**src/cpu_regs_defs.vh**
```
// constants for the cpu dedicated register and condition-code block
`ifndef CPU_REGS_DEFS_VH
`define CPU_REGS_DEFS_VH

// register port offsets (word index on regAddr)
`define OFS_INSTR_POINTER 4'h0
`define OFS_ACCUMULATOR 4'h1
`define OFS_TEMP_ACC 4'h2
`define OFS_INDEX_REG 4'h3
`define OFS_EXTRA_POINTER 4'h4
`define OFS_STACK_TOP 4'h5
`define OFS_STATUS_WORD 4'h6
`define OFS_BANK_BASE 4'h7

// condition-code bit positions within the low byte of the status word
`define CC_HALF 7
`define CC_IEN 6
`define CC_IL_HI 5
`define CC_IL_LO 4
`define CC_NEG 3
`define CC_ZERO 2
`define CC_OVF 1
`define CC_CARRY 0

// flag-update mask bit positions
`define FM_HALF 4
`define FM_NEG 3
`define FM_ZERO 2
`define FM_OVF 1
`define FM_CARRY 0

// reset values
`define RST_INSTR_POINTER 16'h0000
`define RST_WORD 16'h0000
`define RST_STATUS_WORD 16'h0030

// operation codes of the arithmetic request
`define OP_ADD 3'h0
`define OP_SUB 3'h1
`define OP_AND 3'h2
`define OP_OR 3'h3
`define OP_SHL 3'h4
`define OP_SHR 3'h5

// register bank geometry and location in on-chip ram
`define RAM_START 16'h0080
`define RAM_END 16'h027F
`define BANK_AREA_BASE 16'h0100
`define BANK_SHIFT 3

`endif

```
**src/cpu_regs.v**
```verilog
// dedicated cpu registers, condition codes and banked general-purpose registers
// Behaviour
// (RULE1) 16-bit program counter addresses next instruction
// (RULE2) 16-bit accumulator, 8-bit ops use low byte
// (RULE3) 16-bit temp accumulator is second operand
// (RULE4) 16-bit index register for indexed addressing
// (RULE5) 16-bit extra pointer supplies memory address
// (RULE6) 16-bit stack pointer marks stack location
// (RULE7) status word: bank pointer high, flags low
// (RULE8) half-carry from carry/borrow bit 3 to 4
// (RULE9) interrupts only while enable flag set; reset clears
// (RULE10) admit request only above current level field
// (RULE11) negative flag copies result msb
// (RULE12) zero flag set on zero result
// (RULE13) overflow flag on two's-complement overflow
// (RULE14) carry flag on carry/borrow out of bit 7
// (RULE15) shifts put shifted-out bit in carry
// (RULE16) 8-bit registers, eight per bank, 32 banks
// (RULE17) active bank address derived from bank pointer
// (RULE18) banks lie inside ram 0080H to 027FH
// (RULE19) bank base is area base plus pointer times eight
// (RULE20) unaffected flags hold; update at instruction end
//
// Decided for this implementation: the register addresses and the address-and-strobe port.
`include "cpu_regs_defs.vh"

module cpu_regs #(
    parameter NUM_BANKS = 32,
    parameter BANK_REGS = 8
) (
    // clock, reset, enable
    input wire mclk,
    input wire reset,
    input wire clkEn,
    // software register port
    input wire [3:0] regAddr,
    input wire [15:0] regWrData,
    input wire regWr,
    input wire regRd,
    output reg [15:0] regRdData,
    // instruction datapath
    input wire pcInc,
    input wire aluGo,
    input wire [2:0] aluOp,
    input wire [4:0] flagMask,
    // interrupt admission
    input wire irqReq,
    input wire [1:0] irqLevel,
    output wire irqAccept,
    // general-purpose register access in the active bank
    input wire [2:0] gprSel,
    input wire gprWr,
    input wire gprRd,
    input wire [7:0] gprWrData,
    output reg [7:0] gprRdData,
    output wire [15:0] gprAddr,
    // register views for address generation
    output wire [15:0] instrPointer,
    output wire [15:0] indexReg,
    output wire [15:0] extraPointer,
    output wire [15:0] stackTop,
    output wire [15:0] statusWord
);

    localparam BANK_BITS = 5;
    localparam GPR_WORDS = NUM_BANKS * BANK_REGS;
    // sized copy of the status reset value so each half can be sliced without truncation
    localparam [15:0] RST_STATUS = `RST_STATUS_WORD;

    reg [15:0] instrPointer_ff;
    reg [15:0] accumulator_ff;
    reg [15:0] tempAcc_ff;
    reg [15:0] indexReg_ff;
    reg [15:0] extraPointer_ff;
    reg [15:0] stackTop_ff;
    reg [7:0] bankSelect_ff;
    reg [7:0] condFlags_ff;
    reg [7:0] gprMem [0:GPR_WORDS-1];

    reg [15:0] nxt_accumulator;
    reg [7:0] nxt_condFlags;
    reg [7:0] nxt_bankSelect;
    reg [15:0] nxt_regRdData;
    reg [8:0] aluSum;
    reg [7:0] aluRes;
    reg aluCarry;
    reg aluHalf;
    reg aluOvf;
    reg [7:0] opA;
    reg [7:0] opT;

    wire [BANK_BITS-1:0] activeBank;
    wire [15:0] bankBase;
    wire [7:0] gprIndex;

    assign instrPointer = instrPointer_ff; // (RULE1)
    assign indexReg = indexReg_ff; // (RULE4)
    assign extraPointer = extraPointer_ff; // (RULE5)
    assign stackTop = stackTop_ff; // (RULE6)
    assign statusWord = {bankSelect_ff, condFlags_ff}; // (RULE7)

    // only the low five pointer bits select one of the 32 banks
    assign activeBank = bankSelect_ff[BANK_BITS-1:0]; // (RULE16)
    // 32 banks of 8 bytes fill 0100H..01FFH, inside the on-chip ram
    assign bankBase = `BANK_AREA_BASE + {8'h00, activeBank, 3'h0}; // (RULE19) (RULE18)
    assign gprAddr = bankBase + {13'h0000, gprSel}; // (RULE17)
    assign gprIndex = {activeBank, gprSel}; // (RULE16)

    // lower level code means higher priority, so admit strictly smaller codes
    assign irqAccept = irqReq & condFlags_ff[`CC_IEN] &
        (irqLevel < {condFlags_ff[`CC_IL_HI], condFlags_ff[`CC_IL_LO]}); // (RULE9) (RULE10)

    // 8-bit arithmetic on the low bytes of accumulator and temp accumulator
    always @* begin
        opA = accumulator_ff[7:0]; // (RULE2)
        opT = tempAcc_ff[7:0]; // (RULE3)
        aluSum = 9'h000;
        aluRes = 8'h00;
        aluCarry = condFlags_ff[`CC_CARRY];
        aluHalf = 1'b0;
        aluOvf = 1'b0;
        case (aluOp)
            `OP_ADD: begin
                aluSum = {1'b0, opA} + {1'b0, opT};
                aluRes = aluSum[7:0];
                aluCarry = aluSum[8]; // (RULE14)
                aluHalf = ({1'b0, opA[3:0]} + {1'b0, opT[3:0]}) > 5'h0F; // (RULE8)
                aluOvf = (opA[7] == opT[7]) && (aluRes[7] != opA[7]); // (RULE13)
            end
            `OP_SUB: begin
                aluSum = {1'b0, opA} - {1'b0, opT};
                aluRes = aluSum[7:0];
                aluCarry = aluSum[8]; // (RULE14)
                aluHalf = opA[3:0] < opT[3:0]; // (RULE8)
                aluOvf = (opA[7] != opT[7]) && (aluRes[7] != opA[7]); // (RULE13)
            end
            `OP_AND: begin
                aluRes = opA & opT;
            end
            `OP_OR: begin
                aluRes = opA | opT;
            end
            `OP_SHL: begin
                // rotate through carry so multi-byte shifts chain
                aluRes = {opA[6:0], condFlags_ff[`CC_CARRY]};
                aluCarry = opA[7]; // (RULE15)
            end
            `OP_SHR: begin
                aluRes = {condFlags_ff[`CC_CARRY], opA[7:1]};
                aluCarry = opA[0]; // (RULE15)
            end
            default: begin
                aluRes = opA;
            end
        endcase
    end

    // software writes first, then an instruction ending in the same cycle wins the flags its flagMask selects
    always @* begin
        nxt_accumulator = accumulator_ff;
        nxt_condFlags = condFlags_ff;
        nxt_bankSelect = bankSelect_ff;
        if (regWr && regAddr == `OFS_ACCUMULATOR) begin
            nxt_accumulator = regWrData;
        end
        if (regWr && regAddr == `OFS_STATUS_WORD) begin
            nxt_bankSelect = regWrData[15:8]; // (RULE7)
            nxt_condFlags = regWrData[7:0];
        end
        if (aluGo) begin
            // upper accumulator byte is left alone by 8-bit operations
            // a software write to the upper byte in the same cycle still lands
            nxt_accumulator = {nxt_accumulator[15:8], aluRes}; // (RULE2)
            if (flagMask[`FM_HALF]) begin
                nxt_condFlags[`CC_HALF] = aluHalf; // (RULE8) (RULE20)
            end
            if (flagMask[`FM_NEG]) begin
                nxt_condFlags[`CC_NEG] = aluRes[7]; // (RULE11) (RULE20)
            end
            if (flagMask[`FM_ZERO]) begin
                nxt_condFlags[`CC_ZERO] = (aluRes == 8'h00); // (RULE12) (RULE20)
            end
            if (flagMask[`FM_OVF]) begin
                nxt_condFlags[`CC_OVF] = aluOvf; // (RULE13) (RULE20)
            end
            if (flagMask[`FM_CARRY]) begin
                nxt_condFlags[`CC_CARRY] = aluCarry; // (RULE14) (RULE15) (RULE20)
            end
        end
    end

    // read mux; unmapped offsets read as zero
    always @* begin
        case (regAddr)
            `OFS_INSTR_POINTER: nxt_regRdData = instrPointer_ff;
            `OFS_ACCUMULATOR: nxt_regRdData = accumulator_ff;
            `OFS_TEMP_ACC: nxt_regRdData = tempAcc_ff;
            `OFS_INDEX_REG: nxt_regRdData = indexReg_ff;
            `OFS_EXTRA_POINTER: nxt_regRdData = extraPointer_ff;
            `OFS_STACK_TOP: nxt_regRdData = stackTop_ff;
            `OFS_STATUS_WORD: nxt_regRdData = {bankSelect_ff, condFlags_ff};
            `OFS_BANK_BASE: nxt_regRdData = bankBase;
            default: nxt_regRdData = 16'h0000;
        endcase
    end

    always @(posedge mclk) begin
        if (reset) begin
            instrPointer_ff <= `RST_INSTR_POINTER;
            accumulator_ff <= `RST_WORD;
            tempAcc_ff <= `RST_WORD;
            indexReg_ff <= `RST_WORD;
            extraPointer_ff <= `RST_WORD;
            stackTop_ff <= `RST_WORD;
            bankSelect_ff <= RST_STATUS[15:8];
            condFlags_ff <= RST_STATUS[7:0]; // (RULE9)
            regRdData <= 16'h0000;
            gprRdData <= 8'h00;
        end else if (clkEn) begin
            if (regWr && regAddr == `OFS_INSTR_POINTER) begin
                instrPointer_ff <= regWrData; // (RULE1)
            end else if (pcInc) begin
                instrPointer_ff <= instrPointer_ff + 16'h0001; // (RULE1)
            end
            if (regWr && regAddr == `OFS_TEMP_ACC) begin
                tempAcc_ff <= regWrData; // (RULE3)
            end
            if (regWr && regAddr == `OFS_INDEX_REG) begin
                indexReg_ff <= regWrData; // (RULE4)
            end
            if (regWr && regAddr == `OFS_EXTRA_POINTER) begin
                extraPointer_ff <= regWrData; // (RULE5)
            end
            if (regWr && regAddr == `OFS_STACK_TOP) begin
                stackTop_ff <= regWrData; // (RULE6)
            end
            accumulator_ff <= nxt_accumulator;
            condFlags_ff <= nxt_condFlags; // (RULE20)
            bankSelect_ff <= nxt_bankSelect;
            // data is only guaranteed in the cycle after the strobe
            regRdData <= regRd ? nxt_regRdData : 16'h0000;
            if (gprRd) begin
                gprRdData <= gprMem[gprIndex]; // (RULE16)
            end
        end
    end

    // ram array carries no reset, like the on-chip ram it models
    always @(posedge mclk) begin
        if (clkEn && gprWr) begin
            gprMem[gprIndex] <= gprWrData; // (RULE16)
        end
    end

endmodule // cpu_regs

```
**config.mk**
```make
export PLATFORM = sky130hd
export DESIGN_NAME = cpu_regs
export DESIGN_NICKNAME = d
export VERILOG_FILES = /design/src/cpu_regs.v
export VERILOG_INCLUDE_DIRS = /design/src
export SDC_FILE = /design/constraint.sdc
export NUM_CORES = 2
export LEC_CHECK = 0
export CORE_AREA = 4 4 339 675
export CTS_CLUSTER_DIAMETER = 100
export DETAILED_ROUTE_END_ITERATION = 6
export DIE_AREA = 0 0 343 679
export DONT_BUFFER_PORTS = 1
export PLACE_DENSITY = 0.63
export SLEW_MARGIN = 15
export SYNTH_ARGS = -nofsm -noshare
export SYNTH_HDL_FRONTEND = slang
export SYNTH_SLANG_ARGS = --single-unit
export TNS_END_PERCENT = 20
```
**constraint.sdc**
```tcl
create_clock -name mclk -period 5.8 [get_ports mclk]
set_input_delay 1.16 -clock mclk [delete_from_list [all_inputs] [get_ports mclk]]
set_output_delay 1.16 -clock mclk [all_outputs]
set_load 0.05 [all_outputs]
```
==> out/metrics.yaml <==
worst_setup_path:
  cpMostUsedCell: "buf_16"
  crit_arrival_ns: 6.03
  cpMaxStageDelayCell: "nor4_1"
  crit_chain: "buf_16 -> buf_16 -> buf_16 -> buf_16 -> mux4_2 -> a22oi_1 -> a21oi_1 -> nor4_1 -> or3_1 -> a211oi_1"
  critical_path_class: "input pin to flop"
  critPathRequiredTime_ns: 6.54
  max_stage_delay_ns: 0.74
  worstSetupStartpointType: "input pin"
  reg2reg_depth: 3
  regToRegStartpoint: "bankSelect_ff[2]"
  r2r_end: "gprMem[33][0]"
  endpoint_kind: "flop"
  rrSetupSlack_ns: 1.85
  cp_max_fo: 149
run:
  maxCapViolations: 0
worst_hold_path:
  min_path_type: "input pin to flop"
  hold_path_depth: 0
  min_to: "gprMem[254][6]"
  hold_start: "gprWrData[6]"
sta:
  slew_headroom_pct: 18.78
  setup_tns_ns: 0
  min_period_over_period_pct: 91.23
  setup_viol: 0
  rsz0062_at_grt: "no"
  final.setup.worst_slack_ns: 0.5089
  max_slew.worst_pin.slew_ns: 1.214
  finalClockSkew_ns: 0.1136
  hold_violations: 0
  fin_crit_ns: 5.291
  max_freq_mhz: 189.0
  slew_violations: 0
clocking:
  cts_setup_buffers: 0
  cts_resized: 0
  worstSkewPairLatency_ns: 0.88
  numCtsBuffers: 197
  clk_pin_slew_ns: 0.07
  clk_path_buf_depth: 4
  htree_levels: 4
  holdBufCountCts: 0
  cts_tree: "yes"
  clkSinkCount: 2184
  root_buffer: "clkbuf_16"
floorplan:
  rows: 246
  die_h_um: 679
  ios: 172
  start_util_pct: 38.86
  die_w_um: 343
  dieArea_um2: 232900
  core-area_um2: 223800
logic_synthesis:
  synth_area_leaders: "edfxtp_1 71%, mux4_2 13%, dfxtp_1 3.1%, nor2_1 1.5%, mux2i_1 1.3%"
  syn_inst: 4736
  synthFlopType: "edfxtp_1"
  synth-seq-cells: 2184
  syn_avg_cell_area_um2: 18.36
  synth-edff-count: 2048
  yosysSeqAreaShare_pct: 73.85
  synth_area_um2: 86960
  yosysWarningCount: 0
  synthArstFlopShare_pct: 0
  yosysTopAreaCell: "edfxtp_1"
  synth_top_cell_area_share_pct: 70.72
  ys_types: 76
drt:
  wire_per_inst_um: 31.51
  ant_nets: 0
  vias_per_cell: 5.975
  totalWireLength_um: 248300
  dr.pass1.iters: 7
  route.detailed.drc: 0
  vias: 47091
  first_iter_violations: 5757
global_route:
  grt_max_degree: 560
  overflow: 0
  antenna_found_initial: 7
  grt_pass1_wl_um: 354000
  grt_use_total_pct: 21.01
  grt_pass1_vias: 47061
place:
  gp_congestion: 0.9710
  pre_cts_ws_ns: 1.033
  portBuffers: 0
  place_hpwl_um: 149400
power:
  cellLeakagePower_nw: 29.46
  finalPower_mw: 31.34
  irDropWorstVdd_mv: 0.2510
  pwr_density_cell_nw_per_um2: 323.9
cells_and_area:
  multiInputGateArea_um2: 21080
  nFillCells: 19183
  final_layout_size_suffix_gt1_share_pct: 19.69
  nNetsFinal: 4827
  ff_latch_area_um2: 64240
  area_growth_pct: 11.24
outcome:
  status: "completed"
-- Yosys cell counts (6+ instances only) --
master,n
nand2b_1,18
dfxtp_1,136
a21oi_1,181
o211ai_1,20
a211oi_1,32
a31oi_1,25
a22o_1,18
mux2i_1,114
a311oi_1,7
nor2b_1,16
clkbuf_1,159
o31ai_1,6
edfxtp_1,2048
nor4_1,12
a22oi_1,141
nand4_1,20
inv_1,29
mux4_2,484
nand2_1,290
or2_2,6
a32oi_1,15
o21bai_1,6
a222oi_1,7
and3_1,28
buf_4,55
a2111oi_0,7
buf_6,21
nand3_1,63
o22ai_1,36
ha_1,27
nor2_1,343
buf_1,14
o21ai_0,51
buf_2,84
a21o_1,6
a221oi_1,37
nor3_1,70
and2_1,11
-- kinds of logic after synthesis --
logic type,count (synthesis),share of synthesized area (%)
other cells,2,0.008636
compound gates,645,5.057
buf+inv,363,2.106
flops,2184,73.85
fa+ha+maj,29,0.4345
xor+xnor,3,0.03022
simple gates,907,4.604
mux,603,13.91
-- worst max-delay path by stage --
stage                startpoint            end  slack [ns]  depth (start not counted)
global route          gprSel[1]   gprRdData[6]        0.34                          9
CTS                   gprSel[0]  gprMem[66][6]        1.90                          6
finish                gprSel[1]   gprRdData[3]        0.51                         10
floorplan           irqLevel[1]      irqAccept        2.04                          2
global placement      gprSel[0]   gprRdData[1]        1.07                          7
detailed placement    gprSel[0]  gprMem[66][7]        1.03                          6
-- layout by cell type, fill, tap and decap left out, drive strengths merged, types with 20 or more instances in the layout --
cell and count:
edfxtp 2048, mux4 484, nor2 343, nand2 290, clkbuf 238, a21oi 181
a22oi 141, buf 139, dfxtp 136, mux2i 114, clkinv 76, nor3 72
nand3 63, o21ai 51, a221oi 37, o22ai 36, inv 35, a211oi 32
and3 28, ha 27, a31oi 25, nand4 20, o211ai 20, bufinv 20
-- critical path, delay by kind of cell --
| family | cells | cell delay (ns) |
|---|---|---|
| buffers and inverters | 4 | 2.42 |
| and+or+nand+nor | 2 | 0.96 |
| AOI/OAI and AO/OA | 3 | 0.75 |
| muxes | 1 | 0.43 |
-- state kept, by name, indices dropped and copies added, names as in the netlist --
name and flops:
extraPointer 16, condFlags_ff 8, stackTop 16, accumulator_ff 16, bankSelect_ff 8, gprRdData 8
instrPointer 16, tempAcc_ff 16, indexReg 16, gprMem 2048, regRdData 16
-- final cells by class --
class / instances / area share (%)
well taps: 2976 / 3.849
diodes: 3 / 0.007760
repair buffers: 139 / 1.283
multi-input cells: 2195 / 21.79
clock buffers: 238 / 5.340
clock inverters: 116 / 1.204
inverters: 30 / 0.1177
flip-flops and latches: 2184 / 66.41
-- per-stage QoR --
stage	area [um2]	util, %	std cells	hold WS (ns)
2_1_floorplan	86990	-	4742	0.4366
3_3_place_gp	90180	40.30	7516	0.4408
3_5_place_dp	90180	40.30	7516	0.4461
4_1_cts	96510	43.13	7870	0.3628
5_1_grt	96730	43.23	7879	0.3742
6_report	96740	43.23	7881	0.4118
-- report_power, final --
part	internal (mW)	switching [mW]	total, mW	leakage [nW]
clock	7.26	5.70	13.0	3.07
sequential	17.2	0.0794	17.3	19.5
combinational	0.453	0.620	1.07	6.88
-- layer usage --
metal  vias up  track usage, %  share of wire, %
li1      19241               -                 -
met5         -               0            0.0097
met3       647           5.462                10
met4         4           8.754               5.1
met2      2633           32.60                47
met1     24566           28.25                38
(Power assumes the default switching activity.)
